### src/include/sar_conversion_control_regs.vh
// Constants of the successive-approximation conversion sequencer.
// Assumes a 100 MHz system clock; included by the sequencer only.
`ifndef SAR_CONVERSION_CONTROL_REGS_VH
`define SAR_CONVERSION_CONTROL_REGS_VH

`define SAR_CLK_PERIOD_NS      10
`define SAR_RESULT_BITS        14
`define SAR_CODE_ZERO          14'h0000
`define SAR_CODE_MID           14'h2000
`define SAR_CODE_FULL          14'h3fff
// Shortest start-to-start interval at 250 kSPS, in ns
`define SAR_MIN_PERIOD_NS      4000
`define SAR_MIN_PERIOD_CYC     (`SAR_MIN_PERIOD_NS / `SAR_CLK_PERIOD_NS)
// Settle time between opening sample switches and moving the arrays
`define SAR_SWITCH_SETTLE_NS   20
`define SAR_SWITCH_SETTLE_CYC  ((`SAR_SWITCH_SETTLE_NS + `SAR_CLK_PERIOD_NS - 1) / `SAR_CLK_PERIOD_NS)
// Internal conversion clock divider (system cycles per bit decision)
`define SAR_BIT_CYC            8

`endif

### src/sar_conversion_control.v
// Sequencer of a 14-bit charge-redistribution successive-approximation converter.
// Assumes the comparator and host pins are asynchronous to clk; serial clock from host.
// Functional notes
// A rising convert_start edge ends acquisition and starts a conversion.
// Sample switches ground array tops in acquisition; open first, then arrays go to ground.
// Search 14 binary-weighted elements MSB first, each kept or dropped by comparator.
// After the search return to acquisition, form the code, pulse busy done.
// Sequencing runs on the internal conversion timer, never on serial clock edges.
// Result is 14-bit straight binary, zero 0x0000, mid 0x2000, top 0x3fff.
// Inputs above the reference span saturate to all ones.
// Inputs below ground clamp to all zeros.
// The result belongs to the sample of the same start, with no pipeline latency.
// Starts up to 250 kSPS; the analog core powers down between conversions.
// The finished result shifts out serially on the external serial clock.
// The host starts the next conversion only after the current one completes.
`include "sar_conversion_control_regs.vh"

module sar_conversion_control #(
    parameter BITS       = `SAR_RESULT_BITS,
    parameter BIT_CYC    = `SAR_BIT_CYC,
    parameter SETTLE_CYC = `SAR_SWITCH_SETTLE_CYC
) (
    input  wire            clk,
    input  wire            rst_n,
    // Host and comparator pins, all asynchronous to clk
    input  wire            convert_start,
    input  wire            comp_out,
    input  wire            serial_clk,
    // Analog switch, array and power controls
    output reg             pos_sample_switch,
    output reg             neg_sample_switch,
    output reg             array_to_inputs,
    output reg  [BITS-1:0] dac_ctrl,
    output reg             analog_power_en,
    // Host indications and the finished code
    output reg             busy,
    output reg             done_pulse,
    output reg  [BITS-1:0] result,
    output reg             serial_result_out
);
    // Sequencer states, binary coded
    localparam [2:0] ST_ACQ    = 3'h0;
    localparam [2:0] ST_OPEN   = 3'h1;
    localparam [2:0] ST_ARRAY  = 3'h2;
    localparam [2:0] ST_SEARCH = 3'h3;
    localparam [2:0] ST_DONE   = 3'h4;

    reg            cnv_prev_q;
    reg            sck_prev_q;
    reg [2:0]      state_q;
    reg [7:0]      timer_q;
    reg [3:0]      bit_idx_q;
    reg [BITS-1:0] shift_q;

    // Pins packed so that one loop synchronises them all
    wire [2:0]      pin_raw = {serial_clk, comp_out, convert_start};
    wire [2:0]      pin_sync;
    wire            cnv_s = pin_sync[0];
    wire            cmp_s = pin_sync[1];
    wire            sck_s = pin_sync[2];
    wire            cnv_rise = cnv_s & ~cnv_prev_q;
    wire            sck_fall = ~sck_s & sck_prev_q;
    wire            timer_end = (timer_q <= 8'h01);
    wire [BITS-1:0] dac_next;

    genvar g;

    // Two-flop synchronisers, one per asynchronous pin; the first stage
    // feeds only the second, so no decision sees a metastable value
    generate
        for (g = 0; g < 3; g = g + 1) begin : g_sync
            reg [1:0] stage_q;
            always @(posedge clk or negedge rst_n) begin
                if (!rst_n) begin
                    stage_q <= 2'h0;
                end else begin
                    stage_q <= {stage_q[0], pin_raw[g]};
                end
            end
            assign pin_sync[g] = stage_q[1];
        end
    endgenerate

    // Edge detectors run on the synchronised levels only
    always @(posedge clk or negedge rst_n) begin
        if (!rst_n) begin
            cnv_prev_q <= 1'b0;
            sck_prev_q <= 1'b0;
        end else begin
            cnv_prev_q <= cnv_s;
            sck_prev_q <= sck_s;
        end
    end

    // Next trial code, one bit per element: the element under test is
    // dropped when the comparator says the trial overshoots, and the one
    // below becomes the next trial. Over-range keeps every element and
    // under-range drops every one, so the code saturates, never wraps.
    generate
        for (g = 0; g < BITS; g = g + 1) begin : g_trial
            assign dac_next[g] = ({28'h0, bit_idx_q} == g)     ? ~cmp_s :
                                 ({28'h0, bit_idx_q} == g + 1) ? 1'b1   :
                                 dac_ctrl[g];
        end
    endgenerate

    // Pacing timer: settle count after the switches open, then one
    // conversion-clock period per decision. A fixed divider keeps the
    // spacing exact, at the cost of a slower search than a self-timed one.
    always @(posedge clk or negedge rst_n) begin
        if (!rst_n) begin
            timer_q <= 8'h00;
        end else begin
            case (state_q)
                ST_ACQ: begin
                    timer_q <= SETTLE_CYC[7:0];
                end
                ST_OPEN, ST_SEARCH: begin
                    if (timer_end) begin
                        timer_q <= BIT_CYC[7:0];
                    end else begin
                        timer_q <= timer_q - 8'h01;
                    end
                end
                default: begin
                    timer_q <= 8'h00;
                end
            endcase
        end
    end

    // Element under test: the top element when the arrays move,
    // stepped down after each decision until the last one
    always @(posedge clk or negedge rst_n) begin
        if (!rst_n) begin
            bit_idx_q <= 4'h0;
        end else if (state_q == ST_OPEN && timer_end) begin
            bit_idx_q <= BITS[3:0] - 4'h1;
        end else if (state_q == ST_SEARCH && timer_end && bit_idx_q != 4'h0) begin
            bit_idx_q <= bit_idx_q - 4'h1;
        end
    end

    // Sequencer: acquisition, switch opening, bit search, completion.
    // The analog outputs are registers, so they never glitch.
    always @(posedge clk or negedge rst_n) begin
        if (!rst_n) begin
            state_q           <= ST_ACQ;
            pos_sample_switch <= 1'b1;
            neg_sample_switch <= 1'b1;
            array_to_inputs   <= 1'b1;
            dac_ctrl          <= `SAR_CODE_ZERO;
            analog_power_en   <= 1'b0;
            busy              <= 1'b0;
            done_pulse        <= 1'b0;
            result            <= `SAR_CODE_ZERO;
        end else begin
            done_pulse <= 1'b0;
            case (state_q)
                ST_ACQ: begin
                    // Starts while busy are ignored; the host must wait for done
                    if (cnv_rise) begin
                        pos_sample_switch <= 1'b0;
                        neg_sample_switch <= 1'b0;
                        // Core is powered for one conversion only
                        analog_power_en   <= 1'b1;
                        busy              <= 1'b1;
                        state_q           <= ST_OPEN;
                    end
                end
                ST_OPEN: begin
                    // Switches open a settle time before the arrays leave the inputs
                    if (timer_end) begin
                        array_to_inputs <= 1'b0;
                        // Mid code: the top element is the first trial
                        dac_ctrl        <= `SAR_CODE_MID;
                        state_q         <= ST_SEARCH;
                    end
                end
                ST_SEARCH: begin
                    // Internal timer paces each decision, serial clock not used
                    if (timer_end) begin
                        dac_ctrl <= dac_next;
                        if (bit_idx_q == 4'h0) begin
                            state_q <= ST_DONE;
                        end
                    end
                end
                ST_DONE: begin
                    // Arrays back on the inputs, core off, code handed out
                    result            <= dac_ctrl;
                    pos_sample_switch <= 1'b1;
                    neg_sample_switch <= 1'b1;
                    array_to_inputs   <= 1'b1;
                    analog_power_en   <= 1'b0;
                    busy              <= 1'b0;
                    done_pulse        <= 1'b1;
                    state_q           <= ST_ACQ;
                end
                default: begin
                    state_q <= ST_ACQ;
                end
            endcase
        end
    end

    // Serial readout: MSB loaded at completion, advanced on serial clock falls.
    // Limitation: falls past the last bit shift out zeros; the host counts bits.
    always @(posedge clk or negedge rst_n) begin
        if (!rst_n) begin
            shift_q           <= `SAR_CODE_ZERO;
            serial_result_out <= 1'b0;
        end else if (state_q == ST_DONE) begin
            shift_q           <= {dac_ctrl[BITS-2:0], 1'b0};
            serial_result_out <= dac_ctrl[BITS-1];
        end else if (sck_fall) begin
            shift_q           <= {shift_q[BITS-2:0], 1'b0};
            serial_result_out <= shift_q[BITS-1];
        end
    end
endmodule

### config.mk
export PLATFORM = sky130hd
export DESIGN_NAME = sar_conversion_control
export DESIGN_NICKNAME = d
export VERILOG_FILES = /design/src/sar_conversion_control.v
export VERILOG_INCLUDE_DIRS = /design/src /design/src/include
export SDC_FILE = /design/constraint.sdc
export NUM_CORES = 1
export LEC_CHECK = 0
export ABC_AREA = 0
export BUFFER_PORTS_ARGS = -buffer_cell sky130_fd_sc_hd__buf_2
export CAP_MARGIN = 20
export CORE_UTILIZATION = 40
export DETAILED_ROUTE_END_ITERATION = 12
export HOLD_SLACK_MARGIN = 0.08
export PLACE_DENSITY = 0.63
export SLEW_MARGIN = 10
export SYNTH_ARGS = -nofsm -noshare
export SYNTH_HDL_FRONTEND = slang
export SYNTH_SLANG_ARGS = --single-unit
### constraint.sdc
create_clock -name clk -period 5.2 [get_ports clk]
set_input_delay 0.52 -clock clk [delete_from_list [all_inputs] [get_ports clk]]
set_output_delay 0.52 -clock clk [all_outputs]
set_load 0.005 [all_outputs]
==> Word-level counts from Yosys, hierarchy flattened <==
Index checks and enable logic that the tools add are counted.
{ "totals": {"elab_cells": 152, "regBits": 70, "in_bits": 5, "output_inout_bits": 35} }
{ "classes": {"eq_ne": 35, "bitwise": 5, "n_mux": 51, "n_addsub": 2, "reduce_logical": 29, "n_lt_le_gt_ge": 1} }
{ "ops": {"columns": ["op", "count"], "rows": [
  ["AND reduction 4 bit", 15],
  ["2-to-1 mux 14 bit", 4],
  ["inequality test 3 bit (second input constant)", 13],
  ["2-to-1 mux 1 bit", 34],
  ["equality test 4 bit (second input constant)", 7],
  ["case mux 14 bit (2 select lines)", 1],
  ["equality test 4 x 3 -> 1 bit (second input constant)", 4],
  ["case mux 8 bit (2 select lines)", 1],
  ["2-to-1 mux 3 bit", 4],
  ["nonzero test 2 bit", 5],
  ["case mux 3 bit (3 select lines)", 1],
  ["equality test 4 x 2 -> 1 bit (second input constant)", 2],
  ["less-or-equal comparator 8 x 1 -> 1 bit (second input constant)", 1],
  ["2-to-1 mux 4 bit", 2],
  ["2-to-1 mux 8 bit", 1],
  ["subtractor 8 x 1 -> 8 bit (second input constant)", 1],
  ["inequality test 2 bit (second input constant)", 3],
  ["case mux 1 bit (2 select lines)", 3],
  ["equality test 4 x 1 -> 1 bit (second input constant)", 1],
  ["zero test 4 bit", 1],
  ["AND reduction 2 bit", 2],
  ["nonzero test 4 bit", 1],
  ["subtractor 4 x 1 -> 4 bit (second input constant)", 1],
  ["equality test 3 x 1 -> 1 bit (second input constant)", 1],
  ["other kinds (9)", 14]
]} }

==> Logic depth before layout (Yosys ltp) <==
{ "logic_depth": {"word_depth": 5, "ltp_mapped": 8, "mapped_depth_nobuf": 6} }

==> Worst setup path before layout <==
Ideal clock, no wire load.
{ "synth_path": {"path_type": "register -> register", "startpoint": "reg timer_q[2]", "endpoint": "reg dac_ctrl[6]", "required_time_ns": 5.073, "path_buffers": 2, "period_less_slack_ns": 2.323, "path_stages_with_launch": 7, "arrival_ns": 2.196, "path_slack_ns": 2.877, "setup_time_ns": 0.127, "cell_sequence": "dfrtp_1 or4_4 buf_6 or4_4 buf_6 o21ba_4 mux2_1"} }
{ "synth_between": {"elab_chain_cells": 3, "elab_cells_between_ends": 4, "classes_between": "order compare (1); eq/ne (2); reduce/logical (1)"} }
{ "synth_lines": {"columns": ["item", "line", "rtl"], "rows": [
  ["from (decl)", "sar_conversion_control.v:51", "reg [7:0] timer_q;"],
  ["from (signal assigned)", "sar_conversion_control.v:116", "timer_q <= SETTLE_CYC[7:0];"],
  ["from (signal assigned)", "sar_conversion_control.v:120", "timer_q <= BIT_CYC[7:0];"],
  ["from (signal assigned)", "sar_conversion_control.v:122", "timer_q <= timer_q - 8'h01;"],
  ["less-or-equal comparator 8 x 1 -> 1 bit (*)", "sar_conversion_control.v:63", "wire timer_end = (timer_q <= 8'h01);"],
  ["inequality test 2 bit (no line)", null, null],
  ["AND reduction 4 bit (no line) (*)", null, null],
  ["to (signal assigned)", "sar_conversion_control.v:152", "dac_ctrl <= `SAR_CODE_ZERO;"],
  ["to (signal assigned)", "sar_conversion_control.v:176", "dac_ctrl <= `SAR_CODE_MID;"],
  ["to (signal assigned)", "sar_conversion_control.v:183", "dac_ctrl <= dac_next;"],
  ["to (decl)", "sar_conversion_control.v:33", "output reg [BITS-1:0] dac_ctrl,"]
]} }
Mark *: on every way between the ends. The rest lies on a longest branch, timed or not.
A chain may end at the register's enable or synchronous reset.

==> Worst setup path after layout <==
{ "layout_path": {"startpoint": "reg timer_q[2]", "endpoint": "reg dac_ctrl[8]"} }
Same word-level chain as after synthesis.

==> summary.md <==
| Metric | Value |
|---|---|
| Critical path launch point type | `register` |
| LEAKAGE | `1.76 nW` |
| Syn avg cell area | `10.2 um^2` |
| Sequential Area | `1730 um^2` |
| Detailed Place HPWL | `4290 um` |
| Slowest-stage cell, CP | `or4_4` |
| DRT antenna net count | `0` |
| Worst-path clk slew | `0.07 ns` |
| CP endpoint kind | `register` |
| Ant diodes | `0` |
| GP Congestion | `0.798` |
| CTS root buf | `clkbuf_8` |
| Worst slew pin tran | `0.827 ns` |
| R2R Setup Slk | `2.89 ns` |
| Row cnt | `31` |
| Drt via density | `5.02` |
| Power Total | `2.21 mW` |
| Die Ht | `90.7 um` |
| Sequential share of the synthesized area | `55.0%` |
| Synth async-reset ratio | `100%` |
| Clk_lat worst skew | `0.34 ns` |
| GR Layer Usage met2 | `24.8%` |
| Worst hold margin | `0.283 ns` |
| Hold Buf Count CTS | `0` |
| Commonest non-fill, non-tap cells in the layout | `67 x dfrtp_1, 61 x nand2_1, 39 x buf_2, 28 x a21oi_1, 18 x nor2_1` |
| R2R Path End | `dac_ctrl[8]$_DFFE_PN0P_` |
| Footprint of the multi-input gates | `1280 um^2` |
| R2R Path Start | `timer_q[2]$_DFF_PN0_` |
| Final Hold Viols | `0` |
| Worst path max stage delay | `0.62 ns` |
| Top fanout value on the critical path | `10` |
| Vias in the first global route | `2,158` |
| TritonCTS clock tree | `done` |
| Most frequent cell on the critical path | `or4_4` |
| Final Skew | `0.00568 ns` |
| Final cell count without fillers | `446` |
| Max cap viols | `0` |
| # port buffers | `39` |
| Min cycle time layout | `2.31 ns` |
| Worst EP required | `5.42 ns` |
| Area Overhead vs Synth | `14.4%` |
| Main synth FF type | `dfrtp_1` |
| CP cell instances | `or4_4, or4_4, a21oi_1, mux2_2` |
| Busiest grt layer | `met2` |
| Setup tns final | `0 ns` |
| Cell variety after synth | `46` |
| Status | `finished clean` |
| Mapped Cells | `309` |
| DRT iter0 DRCs | `160` |
| Syn Nets | `321` |
| Post-synth EDFFs | `0` |
| GRT met3 Usage | `4.80%` |
| CP arrival | `2.53 ns` |
| Die X | `90.7 um` |
| Post-CTS Setup Bufs | `0` |
| CTS Buf Count | `9` |
| Dpl cells | `429` |
| R2R cell count | `4` |
| H-tree lvl count | `3` |
| Core Box Area | `7410 um^2` |
| Peak supply drop | `0.275 mV` |
| RSZ-0062 raised after global routing | `false` |
| HP Start | `convert_start` |
| Global-route wire length before repair | `10,700 um` |
| Final setup fails | `0` |
| GRT overflow | `0` |
| Max frequency | `433 MHz` |
| Yosys warns | `0` |
| Relative slew slack | `44.9%` |
| GR Layer Usage met1 | `22.6%` |
| Most common cell after layout, fill and taps aside | `dfrtp_1` |
| Initial Utilization | `42.5%` |
| CP Class | `reg2reg` |
| First drt pass iteration count | `4` |
| Clk buf depth | `2` |
| Post-CTS Resized | `0` |
| Routed length per instance | `13.7 um` |
| I/O pin total | `40` |
| Gr usage total | `16.6%` |
| Fillers | `702` |
| Yosys reg bits | `69` |
| Fin. max-slew vios | `0` |
| Final period utilization | `44.4%` |
| Synth Cell Area | `3150 um^2` |
| Clock tree sinks | `69` |
| Largest net degree at the start of global routing | `70` |
| Die area | `8230 um^2` |
| Final nets | `354` |
| Worst Hold Class | `in2reg` |
| Detailed-route via count | `2,240` |
| Initial antenna violation count | `0` |
| Post-route DRC | `0` |
| WL final | `6110 um` |
| Hold EP | `g_sync[0].stage_q[0]$_DFF_PN0_` |
| Cells on Worst Hold Path | `1` |
| Share of cells above drive strength 1 | `21.0%` |
| Pwr dens | `614 nW/um^2` |
==> cells by family after synthesis <==
logic type	Yosys count	synth area share, %
flops	69	55.0
simple gates	110	15.9
mux	18	6.04
compound gates	69	14.3
fa+ha+maj	7	2.78
xor+xnor	6	1.67
buf+inv	30	4.29
==> synthesized netlist by cell type, types with 4 or more instances <==
| library cell | instances | area share, % |
|---|---|---|
| a21o_1 | 6 | 1.4 |
| a21oi_1 | 28 | 4.5 |
| clkbuf_1 | 15 | 1.8 |
| dfrtp_1 | 67 | 53 |
| ha_1 | 7 | 2.8 |
| inv_1 | 10 | 1.2 |
| mux2i_1 | 13 | 4.1 |
| nand2_1 | 61 | 7.3 |
| nor2_1 | 18 | 2.1 |
| nor2b_1 | 4 | 0.80 |
| nor3_1 | 5 | 0.80 |
| nor4_1 | 4 | 0.80 |
| o21ai_0 | 15 | 2.4 |
| xnor2_1 | 4 | 1.1 |
==> layer usage <==
metal / vias up / share of wire [%]
li1: 1122 / -
met1: 1057 / 48
met2: 49 / 46
met3: 12 / 5.3
met4: 0 / 1.5
met5: - / 0
==> power breakdown <==
group          switching, mW  internal (mW)
registers              0.177          0.744
logic                  0.461          0.382
clock network          0.187          0.260
total                  0.825           1.39
==> layout make-up <==
type	instances	area share, %
sequential	69	48.0
clock buffer	13	4.69
clock inverter	3	1.18
timing repair buffer	42	5.98
multi-input combinational	210	35.6
tap	99	3.44
inverter	10	1.04
==> stage by stage <==
stage	utilization (%)	cell area [um^2]	worst slack (ns)
2_1_floorplan	-	3150	2.88
3_3_place_gp	45.7	3380	2.91
3_5_place_dp	45.7	3380	2.87
4_1_cts	48.5	3590	2.84
5_1_grt	48.6	3600	2.75
6_report	48.6	3600	2.89
==> worst max-delay path: cells and delay by family (launching register included) <==
family,cells,cell delay (ns)
compound gates,1,0.21
mux,1,0.35
flops,1,0.41
simple gates,2,1.22
==> state kept, by name, indices dropped and copies added, names as in the netlist, 3 cells and up <==
register        cells
dac_ctrl           14
result             14
shift_q            13
timer_q             8
g_sync.stage_q      6
bit_idx_q           4
state_q             3
==> how the worst max path moves through the flow <==
stage,from,end
3_3_place_gp,timer_q[2]$_DFF_PN0_,dac_ctrl[13]$_DFFE_PN0P_
3_5_place_dp,timer_q[2]$_DFF_PN0_,dac_ctrl[13]$_DFFE_PN0P_
4_1_cts,timer_q[2]$_DFF_PN0_,dac_ctrl[13]$_DFFE_PN0P_
2_1_floorplan,timer_q[2]$_DFF_PN0_,dac_ctrl[6]$_DFFE_PN0P_
6_report,timer_q[2]$_DFF_PN0_,dac_ctrl[8]$_DFFE_PN0P_
5_1_grt,state_q[1]$_DFFE_PN0P_,shift_q[11]$_DFFE_PN0P_
Note: power is estimated with default switching activity, not from simulation.
